==> src/rtl/plcc_consts.svh <==
// Offsets, field indices, reset values and response codes of the logic cell cluster.
`ifndef PLCC_CONSTS_SVH
`define PLCC_CONSTS_SVH
`define PLCC_CELLS        8
`define PLCC_ADDER_BITS   7
`define PLCC_ADDR_CFG     8'h00
`define PLCC_ADDR_LUT     8'h04
`define PLCC_ADDR_OPND    8'h08
`define PLCC_ADDR_CTL     8'h0c
`define PLCC_ADDR_TRI     8'h10
`define PLCC_ADDR_STAT    8'h14
`define PLCC_SEL_CFG      3'h0
`define PLCC_SEL_LUT      3'h1
`define PLCC_SEL_OPND     3'h2
`define PLCC_SEL_CTL      3'h3
`define PLCC_SEL_TRI      3'h4
`define PLCC_SEL_STAT     3'h5
`define PLCC_SEL_NONE     3'h7
`define PLCC_RESP_OKAY    2'h0
`define PLCC_RESP_SLVERR  2'h2
`define PLCC_G_CLR        0
`define PLCC_G_PRE        1
`define PLCC_G_CKE        2
`define PLCC_G_OE         3
`define PLCC_G_DATA       4
`define PLCC_CFG_RST      8'h00
`define PLCC_LUT_RST      16'h0000
`define PLCC_OPND_RST     24'h000000
`define PLCC_CTL_RST      8'h00
`define PLCC_TRI_RST      8'h00
`endif

==> src/rtl/plcc_pkg.sv <==
// Types shared by the logic cell cluster.
package plcc_pkg;
    typedef enum logic [1:0] {PLCC_LUT, PLCC_ARITH, PLCC_UPDN, PLCC_CLRCNT} plcc_mode_t;
    typedef struct packed {
        logic       pio_out;
        logic       lut_d4_glob;
        logic       glob_ctl_en;
        logic       aload_en;
        logic       aclr_sel;
        logic       reg_used;
        plcc_mode_t mode;
    } plcc_cfg_t;
    typedef struct packed {
        logic rsvd;
        logic cin0;
        logic ctrl_two;
        logic ctrl_one;
        logic sload;
        logic casc_in;
        logic clk_en;
        logic cnt_en;
    } plcc_ctl_t;
    typedef struct packed {
        logic [7:0] cell_data_in_three;
        logic [7:0] opb;
        logic [7:0] opa;
    } plcc_opnd_t;
endpackage : plcc_pkg

==> src/rtl/plcc_top.sv <==
// Cluster of eight logic cells with carry chain, counters, tri-state emulation and an AXI4-Lite register port.
// Contract
// RULE1: Cluster groups eight logic cells fed from one local interconnect.
// RULE2: Each cell has a 4-input LUT, one flip-flop, carry and cascade paths.
// RULE3: An n-bit adder uses n+1 cells; last cell carries the final carry out.
// RULE4: Arithmetic mode forms sum of two operand bits and carry-in at cell output.
// RULE5: Cell register is either bypassed or used to accumulate the sum.
// RULE6: Up/down counter has count enable, clock enable, direction and load.
// RULE7: Counter uses next-bit and carry functions plus a two-input load mux.
// RULE8: Counter registers also load asynchronously through clear and preset.
// RULE9: Clearable counter takes synchronous clear on the cascade input.
// RULE10: Load mux output is ANDed with synchronous clear, forcing zero.
// RULE11: Tri-state bus emulation: contention gives low, no driver gives high.
// RULE12: Clear and preset come from data three and both cluster control lines.
// RULE13: With asynchronous load, control one loads data three into the register.
// RULE14: Six dedicated global inputs act as clock enable, clear, preset, enable.
// RULE15: Global inputs can also be read as ordinary data.
// RULE16: Pin cell flip-flop serves as input or output register.
// RULE17: Counter holds its value when disabled and no load or clear is active.
//
// The address map and the AXI4-Lite interface to the registers were left to the implementer.
`timescale 1ns/1ps
`include "plcc_consts.svh"
module plcc_top
    import plcc_pkg::*;
(
    // Clock and reset.
    input  wire logic        CLOCK,
    input  wire logic        RST,
    // AXI4-Lite write channels.
    input  wire logic [7:0]  AWADDR,
    input  wire logic        AWVALID,
    output logic             AWREADY,
    input  wire logic [31:0] WDATA,
    input  wire logic [3:0]  WSTRB,
    input  wire logic        WVALID,
    output logic             WREADY,
    output logic [1:0]       BRESP,
    output logic             BVALID,
    input  wire logic        BREADY,
    // AXI4-Lite read channels.
    input  wire logic [7:0]  ARADDR,
    input  wire logic        ARVALID,
    output logic             ARREADY,
    output logic [31:0]      RDATA,
    output logic [1:0]       RRESP,
    output logic             RVALID,
    input  wire logic        RREADY,
    // Dedicated global inputs.
    input  wire logic [5:0]  GLOBAL_IN,
    // Pin I/O cell.
    input  wire logic        PIO_IN,
    output logic             PIO_OUT,
    output logic             PIO_OE,
    // Cluster outputs.
    output logic [7:0]       CLUSTER_OUT,
    output logic             TRI_BUS
);

    function automatic logic [2:0] plcc_dec(input logic [7:0] a);
        logic [7:0] w;
        w = {a[7:2], 2'h0};
        if (w == `PLCC_ADDR_CFG) return `PLCC_SEL_CFG;
        if (w == `PLCC_ADDR_LUT) return `PLCC_SEL_LUT;
        if (w == `PLCC_ADDR_OPND) return `PLCC_SEL_OPND;
        if (w == `PLCC_ADDR_CTL) return `PLCC_SEL_CTL;
        if (w == `PLCC_ADDR_TRI) return `PLCC_SEL_TRI;
        if (w == `PLCC_ADDR_STAT) return `PLCC_SEL_STAT;
        return `PLCC_SEL_NONE;
    endfunction : plcc_dec

    function automatic logic [31:0] plcc_merge(input logic [31:0] old, input logic [31:0] nw,
                                               input logic [3:0] strb);
        logic [31:0] m;
        m = {{8{strb[3]}}, {8{strb[2]}}, {8{strb[1]}}, {8{strb[0]}}};
        return (old & ~m) | (nw & m);
    endfunction : plcc_merge

    // Bus state.
    logic        awready_q, wready_q, bvalid_q, arready_q, rvalid_q;
    logic        aw_pend_q, w_pend_q;
    logic [7:0]  awaddr_q;
    logic [31:0] wdata_q, rdata_q;
    logic [3:0]  wstrb_q;
    logic [1:0]  bresp_q, rresp_q;
    // Software registers.
    plcc_cfg_t   cfg_q;
    plcc_ctl_t   ctl_q;
    plcc_opnd_t  opnd_q;
    logic [15:0] lut_q;
    logic [7:0]  tri_en_q;
    // Cluster state.
    logic [7:0]  cell_q, cell_d, out_q;
    logic        tri_q, pio_q, pio_oe_q;
    logic [5:0]  g_s1_q, g_s2_q;
    logic        pin_s1_q, pin_s2_q;

    // Write handshake: address and data are taken in either order.
    wire         aw_hs    = AWVALID & awready_q;
    wire         w_hs     = WVALID & wready_q;
    wire         aw_ok    = aw_pend_q | aw_hs;
    wire         w_ok     = w_pend_q | w_hs;
    wire         do_wr    = aw_ok & w_ok;
    wire         bvalid_d = do_wr | (bvalid_q & ~BREADY);
    wire         aw_pend_d = aw_ok & ~do_wr;
    wire         w_pend_d = w_ok & ~do_wr;
    wire [7:0]   wa       = aw_hs ? AWADDR : awaddr_q;
    wire [31:0]  wd       = w_hs ? WDATA : wdata_q;
    wire [3:0]   ws       = w_hs ? WSTRB : wstrb_q;
    wire [2:0]   wsel     = plcc_dec(wa);
    wire         ar_hs    = ARVALID & arready_q;
    wire         rvalid_d = ar_hs | (rvalid_q & ~RREADY);
    wire [2:0]   rsel     = plcc_dec(ARADDR);

    wire [31:0]  m_cfg  = plcc_merge({24'h0, cfg_q}, wd, ws);
    wire [31:0]  m_lut  = plcc_merge({16'h0, lut_q}, wd, ws);
    wire [31:0]  m_opnd = plcc_merge({8'h0, opnd_q}, wd, ws);
    wire [31:0]  m_ctl  = plcc_merge({24'h0, ctl_q}, wd, ws);
    wire [31:0]  m_tri  = plcc_merge({24'h0, tri_en_q}, wd, ws);

    // Global inputs after synchronisation; the enable bit decides whether they act as controls.
    wire         gen      = cfg_q.glob_ctl_en;
    wire         gclr     = gen & g_s2_q[`PLCC_G_CLR];                            // RULE14
    wire         gpre     = gen & g_s2_q[`PLCC_G_PRE];                            // RULE14
    wire         cke      = ctl_q.clk_en & (~gen | g_s2_q[`PLCC_G_CKE]);          // RULE14
    wire         oe_d     = cfg_q.pio_out & (~gen | g_s2_q[`PLCC_G_OE]);          // RULE14
    wire         d4_glob  = g_s2_q[`PLCC_G_DATA];                                 // RULE15

    // Cluster-wide clear, preset and load decode.
    wire         c1       = ctl_q.ctrl_one;
    wire         c2       = ctl_q.ctrl_two;
    wire         ld_w     = cfg_q.aload_en & c1;                                  // RULE13
    wire         clr_w    = gclr | (cfg_q.aclr_sel ? c2 : (c1 & ~cfg_q.aload_en)); // RULE12
    wire         pre_w    = gpre | (cfg_q.aclr_sel ? (c1 & ~cfg_q.aload_en) : c2); // RULE12
    wire         cnt_mode = (cfg_q.mode == PLCC_UPDN) | (cfg_q.mode == PLCC_CLRCNT);
    wire         sclr     = (cfg_q.mode == PLCC_CLRCNT) & ctl_q.casc_in;          // RULE9
    wire         count_up = (cfg_q.mode == PLCC_CLRCNT) | ctl_q.casc_in;          // RULE6
    wire         sync_ld  = ctl_q.sload | sclr | cke;                             // RULE17

    logic [8:0]  carry;
    logic [7:0]  comb, out_w;
    assign carry[0] = cnt_mode ? ctl_q.cnt_en : ctl_q.cin0;                       // RULE6

    genvar i;
    generate
        for (i = 0; i < `PLCC_CELLS; i++)
        begin : g_cell                                                            // RULE1
            wire       a     = opnd_q.opa[i];
            wire       b     = opnd_q.opb[i];
            wire       d3    = opnd_q.cell_data_in_three[i];
            wire       ci    = carry[i];
            wire       d4    = cfg_q.lut_d4_glob ? d4_glob : ci;                   // RULE15
            wire       lut   = lut_q[{d4, d3, b, a}];                             // RULE2
            wire       sum   = (i < `PLCC_ADDER_BITS) ? (a ^ b ^ ci) : ci;         // RULE3
            wire       nxt   = cell_q[i] ^ ci;                                    // RULE7
            wire       mux   = ctl_q.sload ? d3 : nxt;                            // RULE7
            wire       cnt_d = mux & ~sclr;                                       // RULE10
            wire       cyc   = count_up ? (ci & cell_q[i]) : (ci & ~cell_q[i]);   // RULE7
            assign carry[i + 1] = cnt_mode ? cyc : ((a & b) | (a & ci) | (b & ci)); // RULE2
            assign comb[i] = (cfg_q.mode == PLCC_LUT) ? lut :
                             (cfg_q.mode == PLCC_ARITH) ? sum : nxt;              // RULE4
            assign cell_d[i] = clr_w ? 1'b0 :                                     // RULE8
                               ld_w ? d3 :                                        // RULE13
                               pre_w ? 1'b1 :                                     // RULE8
                               ~cnt_mode ? comb[i] :
                               sync_ld ? cnt_d : cell_q[i];                       // RULE17
            assign out_w[i] = cfg_q.reg_used ? cell_q[i] : comb[i];               // RULE5
        end
    endgenerate

    // Multiplexer emulation of a shared internal bus.
    wire         tri_many = |(tri_en_q & (tri_en_q - 8'h01));
    wire         tri_d    = (tri_en_q == 8'h00) ? 1'b1 :
                            tri_many ? 1'b0 : |(tri_en_q & out_w);               // RULE11
    wire         pio_d    = cfg_q.pio_out ? out_w[0] : pin_s2_q;                  // RULE16

    wire [31:0]  stat_w   = {7'h0, g_s2_q, pio_q, tri_q, carry[8], comb, cell_q};
    wire [31:0]  rd_word  = (rsel == `PLCC_SEL_CFG)  ? {24'h0, cfg_q} :
                            (rsel == `PLCC_SEL_LUT)  ? {16'h0, lut_q} :
                            (rsel == `PLCC_SEL_OPND) ? {8'h0, opnd_q} :
                            (rsel == `PLCC_SEL_CTL)  ? {24'h0, ctl_q} :
                            (rsel == `PLCC_SEL_TRI)  ? {24'h0, tri_en_q} :
                            (rsel == `PLCC_SEL_STAT) ? stat_w : 32'h0;

    always_ff @(posedge CLOCK)
    begin
        if (RST)
        begin
            awready_q <= 1'b0;
            wready_q  <= 1'b0;
            bvalid_q  <= 1'b0;
            arready_q <= 1'b0;
            rvalid_q  <= 1'b0;
            aw_pend_q <= 1'b0;
            w_pend_q  <= 1'b0;
        end
        else
        begin
            awready_q <= ~aw_pend_d & ~bvalid_d;
            wready_q  <= ~w_pend_d & ~bvalid_d;
            bvalid_q  <= bvalid_d;
            arready_q <= ~rvalid_d;
            rvalid_q  <= rvalid_d;
            aw_pend_q <= aw_pend_d;
            w_pend_q  <= w_pend_d;
        end
    end

    always_ff @(posedge CLOCK)
    begin
        if (RST)
        begin
            awaddr_q <= 8'h00;
            wdata_q  <= 32'h0;
            wstrb_q  <= 4'h0;
            bresp_q  <= `PLCC_RESP_OKAY;
            rdata_q  <= 32'h0;
            rresp_q  <= `PLCC_RESP_OKAY;
        end
        else
        begin
            if (aw_hs) awaddr_q <= AWADDR;
            if (w_hs) wdata_q <= WDATA;
            if (w_hs) wstrb_q <= WSTRB;
            if (do_wr) bresp_q <= (wsel == `PLCC_SEL_NONE) ? `PLCC_RESP_SLVERR : `PLCC_RESP_OKAY;
            if (ar_hs) rdata_q <= rd_word;
            if (ar_hs) rresp_q <= (rsel == `PLCC_SEL_NONE) ? `PLCC_RESP_SLVERR : `PLCC_RESP_OKAY;
        end
    end

    always_ff @(posedge CLOCK)
    begin
        if (RST)
        begin
            cfg_q    <= plcc_cfg_t'(`PLCC_CFG_RST);
            lut_q    <= `PLCC_LUT_RST;
            opnd_q   <= plcc_opnd_t'(`PLCC_OPND_RST);
            ctl_q    <= plcc_ctl_t'(`PLCC_CTL_RST);
            tri_en_q <= `PLCC_TRI_RST;
        end
        else if (do_wr)
        begin
            if (wsel == `PLCC_SEL_CFG) cfg_q <= plcc_cfg_t'(m_cfg[7:0]);
            if (wsel == `PLCC_SEL_LUT) lut_q <= m_lut[15:0];
            if (wsel == `PLCC_SEL_OPND) opnd_q <= plcc_opnd_t'(m_opnd[23:0]);
            if (wsel == `PLCC_SEL_CTL) ctl_q <= plcc_ctl_t'({1'b0, m_ctl[6:0]});
            if (wsel == `PLCC_SEL_TRI) tri_en_q <= m_tri[7:0];
        end
    end

    always_ff @(posedge CLOCK)
    begin
        if (RST)
        begin
            cell_q   <= 8'h00;
            out_q    <= 8'h00;
            tri_q    <= 1'b1;
            pio_q    <= 1'b0;
            pio_oe_q <= 1'b0;
            g_s1_q   <= 6'h00;
            g_s2_q   <= 6'h00;
            pin_s1_q <= 1'b0;
            pin_s2_q <= 1'b0;
        end
        else
        begin
            cell_q   <= cell_d;
            out_q    <= out_w;
            tri_q    <= tri_d;
            pio_q    <= pio_d;                                                    // RULE16
            pio_oe_q <= oe_d;
            g_s1_q   <= GLOBAL_IN;
            g_s2_q   <= g_s1_q;
            pin_s1_q <= PIO_IN;
            pin_s2_q <= pin_s1_q;
        end
    end

    assign AWREADY     = awready_q;
    assign WREADY      = wready_q;
    assign BVALID      = bvalid_q;
    assign BRESP       = bresp_q;
    assign ARREADY     = arready_q;
    assign RVALID      = rvalid_q;
    assign RDATA       = rdata_q;
    assign RRESP       = rresp_q;
    assign CLUSTER_OUT = out_q;
    assign TRI_BUS     = tri_q;
    assign PIO_OUT     = pio_q;
    assign PIO_OE      = pio_oe_q;

    wire       no_async = ~clr_w & ~ld_w & ~pre_w;
    wire [7:0] add_sum  = {1'b0, opnd_q.opa[6:0]} + {1'b0, opnd_q.opb[6:0]} + {7'h0, ctl_q.cin0};
endmodule : plcc_top

==> config.mk <==
export PLATFORM = sky130hd
export DESIGN_NAME = plcc_top
export DESIGN_NICKNAME = d
export VERILOG_FILES = /design/src/rtl/plcc_pkg.sv /design/src/rtl/plcc_top.sv
export VERILOG_INCLUDE_DIRS = /design/src /design/src/rtl
export SDC_FILE = /design/constraint.sdc
export NUM_CORES = 1
export LEC_CHECK = 0
export ABC_CLOCK_PERIOD_IN_PS = 8400
export BUFFER_PORTS_ARGS = -buffer_cell sky130_fd_sc_hd__clkbuf_2
export CAP_MARGIN = 15
export CORE_AREA = 5 5 139 115
export DETAILED_ROUTE_END_ITERATION = 10
export DIE_AREA = 0 0 144 120
export GPL_TIMING_DRIVEN = 0
export PLACE_DENSITY = 0.87
export SYNTH_ARGS = -nofsm -noshare
export SYNTH_HDL_FRONTEND = slang
export SYNTH_SLANG_ARGS = --single-unit
==> constraint.sdc <==
create_clock -name CLOCK -period 8.4 [get_ports CLOCK]
set_input_delay 0.42 -clock CLOCK [delete_from_list [all_inputs] [get_ports CLOCK]]
set_output_delay 0.42 -clock CLOCK [all_outputs]
set_load 0.005 [all_outputs]
== Yosys cells after proc, flatten, opt, wreduce, memory -nomap -nowiden ==
Cells that the tools add are included.

* Register bits after elaboration: 183
* Input port bits: 66
* Output and inout port bits: 52
* Logic and storage cells: 426

* Add/sub/neg operators: 1
* $lt $le $gt $ge: 8
* Eq/ne operators: 25
* Multiplexer cells: 188
* Bitwise logic cells: 147
* Reductions and logical operators: 15

{| class="wikitable"
|+ Operator list
! kind !! count
|-
| two-way mux 25 bit || 6
|-
| two-way mux 1 bit || 143
|-
| two-way mux 3 bit || 26
|-
| bitwise AND 1 bit || 65
|-
| bitwise AND 24 bit || 2
|-
| less-than comparator 4 x 5 -> 1 bit, second input constant || 8
|-
| bitwise AND 8 bit || 4
|-
| binary-select mux 1 bit (select 4 bit) || 8
|-
| two-way mux 32 bit || 1
|-
| OR 1 bit || 28
|-
| equality test 6 x 2 -> 1 bit, second input constant || 4
|-
| equality test 6 x 3 -> 1 bit, second input constant || 4
|-
| NOT 24 bit || 1
|-
| OR 24 bit || 1
|-
| bitwise XOR 1 bit || 22
|-
| NOT 1 bit || 18
|-
| bitwise AND 16 bit || 1
|-
| OR 16 bit || 1
|-
| OR 8 bit || 2
|-
| OR reduction 8 bit || 2
|-
| equality test 3 bit, second input constant || 5
|-
| equality test 3 x 2 -> 1 bit, second input constant || 4
|-
| equality test 6 x 1 -> 1 bit, second input constant || 2
|-
| logical NOT 6 bit || 2
|-
| other kinds (15) || 24
|}

== Logic depth before layout (Yosys ltp) ==
* Depth after elaboration: 41
* Mapped depth: 29
* Mapped depth without buffers: 27

== Least setup slack after synthesis ==
OpenSTA, ideal clock, no wires.

* Kind: reg2reg
* Start: register (tool-made name)
* End: register tri_q, in the netlist TRI_BUS
* Library setup time: 0.137 ns
* Arrival: 5.585 ns
* Required time: 8.263 ns
* Setup slack: 2.678 ns
* Stages on the path, launching flop included: 29
* Buffers on the path: 3
* Clock period less this slack: 5.722 ns
* Cell sequence: dfxtp_1 clkbuf_1 clkbuf_1 buf_1 o21a_1 a21oi_1 fa_1 o21a_1 fa_1 nor2_1 a221o_1 inv_1 fa_1 nor2_1 nor2_1 fa_1 nor2_1 nor2_1 fa_1 nor2_1 nor2_1 fa_1 a21oi_1 o21ai_0 a21oi_1 nor3_2 a222oi_1 o2111a_1 a211oi_2

{| class="wikitable"
|+ RTL lines
! item !! RTL line !! text
|-
| end signal: assignment || plcc_top.sv:269 || <nowiki>tri_q <= tri_d;</nowiki>
|-
| end: declaration || plcc_top.sv:94 || <nowiki>logic tri_q, pio_q, pio_oe_q;</nowiki>
|}

==> flow_summary.json <==
{
  "status": "finished clean",
  "layout_common_cells": "172 x nor2_1, 163 x dfxtp_1, 93 x clkbuf_2",
  "fp-row-count": 40,
  "cts_made_buffers": 17,
  "final_common_cell": "nor2_1",
  "post_dp_cell_area_um2": 9660,
  "io_pins": 118,
  "total_power_mw": 1.74,
  "syn2layout_area_growth_pct": 15.1,
  "synth_top_cell_by_area": "dfxtp_1",
  "rrSetupSlack_ns": 0.77,
  "max_stage_delay_ns": 0.63,
  "clockRootBuffer": "clkbuf_16",
  "grt_pass1_vias": 8473,
  "min_from": "PIO_IN",
  "dp_hpwl_um": 24200,
  "critPathKind": "register to register",
  "power.density_nw_per_um2": 170,
  "cts_setup_buffers": 0,
  "clockBufferDepth": 2,
  "cts_tree": "yes",
  "rsz0062_at_grt": "false",
  "vias": 8745,
  "critPathArrivalTime_ns": 7.93,
  "fmax_mhz": 131,
  "worst_pin_slew_ns": 1.16,
  "overflow": 0,
  "ys_async_sr_fraction_pct": 0,
  "maxCapViolCount": 0,
  "post_cts_resize_count": 0,
  "path_clk_slew_ns": 0.07,
  "port_buffers": 93,
  "synth_warnings": 0,
  "setup_viol": 0,
  "cts.sinks": 163,
  "fp.dieH_um": 120,
  "htreeDepth": 4,
  "seq_area_frac_synth_pct": 36.6,
  "cp-end-kind": "register",
  "drt_iter0_markers": 1191,
  "critical_path.top_delay_family": "adder cells",
  "holdBufCountCts": 0,
  "viasPerCell": 6.57,
  "synth_edf_count": 0,
  "clock_latency_ns": 0.44,
  "r2r_end": "TRI_BUS$_SDFF_PP1_",
  "num-fill-cells": 1153,
  "start_kind": "register",
  "die-area_um2": 17300,
  "crit_buf_inv": 4,
  "cp_max_fo": 10,
  "fin_tns_setup_ns": 0,
  "synth_top_area_share_pct": 36.6,
  "wl_per_cell_um": 24.5,
  "core_area_um2": 14600,
  "crit_top_cell": "nor2_1",
  "diodes": 0,
  "critical_path_required_ns": 8.70,
  "start_util_pct": 61.2,
  "maxSlewHeadroom_pct": 22.7,
  "p_leak_nw": 4.00,
  "period_needed_ns": 7.63,
  "hold_viol_final": 0,
  "hold_class": "primary input to register",
  "dieWidth_um": 144,
  "final_cell_area_um2": 10200,
  "synth_cells": 1006,
  "drive_gt1_share_pct": 18.5,
  "routabilityCongestion": 1.06,
  "hold_end": "pin_s1_q$_SDFF_PP0_",
  "whs_ns": 0.196,
  "slew_violations": 0,
  "worstHoldPathCells": 2,
  "final_nets": 1202,
  "crit_path_top_delay_cell": "clkbuf_1",
  "syn_avg_cell_area_um2": 8.85,
  "drc": 0,
  "synth_ff_type": "dfxtp_1",
  "grt_first_pass_wirelength_um": 49100,
  "grt_max_degree": 17,
  "fin_crit_sh_pct": 90.8,
  "synth_cell_type_count": 74,
  "detail-route-antenna-nets": 0,
  "antenna_found_initial": 0,
  "synthTopCellsByArea": "dfxtp_1 37%, mux4_2 8.1%, mux2i_1 7.3%",
  "track_usage_pct": 37.9,
  "firstDrtPassIters": 6,
  "fin_skew_ns": 0.0120,
  "r2r_cells": 28,
  "synth_seq_cells": 163,
  "syn_area_um2": 8910,
  "peakVddDrop_mv": 0.146,
  "finalWirelength_um": 32600
}
## how the worst max path moves through the flow
stage	endpoint	startpoint	slack [ns]	cells after the start
floorplan	TRI_BUS$_SDFF_PP1_	register	2.68	28
CTS	TRI_BUS$_SDFF_PP1_	register	1.0	28
detailed placement	TRI_BUS$_SDFF_PP1_	register	1.08	28
global route	TRI_BUS$_SDFF_PP1_	register	0.49	28
finish	TRI_BUS$_SDFF_PP1_	register	0.77	28
global placement	TRI_BUS$_SDFF_PP1_	register	1.12	28
## cell usage after synthesis (21+ instances only)
cell,instances
clkbuf_1,77
nand2_1,55
nor2_1,172
nor3_1,27
a211oi_1,43
inv_1,25
mux2_2,22
o21ai_0,38
nor2b_1,21
dfxtp_1,163
a21oi_1,52
mux4_2,32
mux2i_1,65
## through the flow
stage / util [%] / std cells / worst slack (ns)
detailed placement: 66.3 / 1299 / 1.08
global placement: 66.2 / 1296 / 1.12
global route: 70.4 / 1331 / 0.494
finish: 70.4 / 1331 / 0.769
floorplan: - / 1014 / 2.68
CTS: 70.4 / 1331 / 0.995
## per-layer routing
layer	global-route usage (%)	routed length (um)
met3	11.4	4060
met1	52.0	13000
met2	54.8	14000
met5	0	0
met4	17.2	1550
## cell families (layout without fill, tap and decap cells)
family	count (synthesis)	count (layout)	synth area share [%]
simple gates	342	342	17.8
compound gates	239	239	18.8
flops	163	163	36.6
buf+inv	122	250	5.65
mux	119	119	18.2
xor+xnor	11	11	1.08
fa+ha+maj	9	9	1.80
other cells	1	9	0.0421
## cell type report
type	instances	area (um^2)	share of cell area (%)
multi-input combinational	729	5170	50.4
inverter	26	97.6	0.952
buffer	96	405	3.96
tap	189	236	2.31
sequential	163	3260	31.8
timing repair buffer	96	487	4.75
clock buffer	19	453	4.42
clock inverter	13	138	1.34
## worst reg2reg max path: cells and delay by family (launching register included)
family          cells  cell delay [ns]
flops               1             0.31
compound gates     10             2.13
simple gates        8             0.90
fa+ha+maj           6             2.40
buf+inv             4             1.75
## report_power, final
| part | leakage [nW] | switching, mW | internal (mW) |
|---|---|---|---|
| sequential | 1.32 | 0.0101 | 0.794 |
| clock | 0.297 | 0.360 | 0.436 |
| combinational | 2.38 | 0.0884 | 0.0540 |
Note: power is estimated with default switching activity, not from simulation.
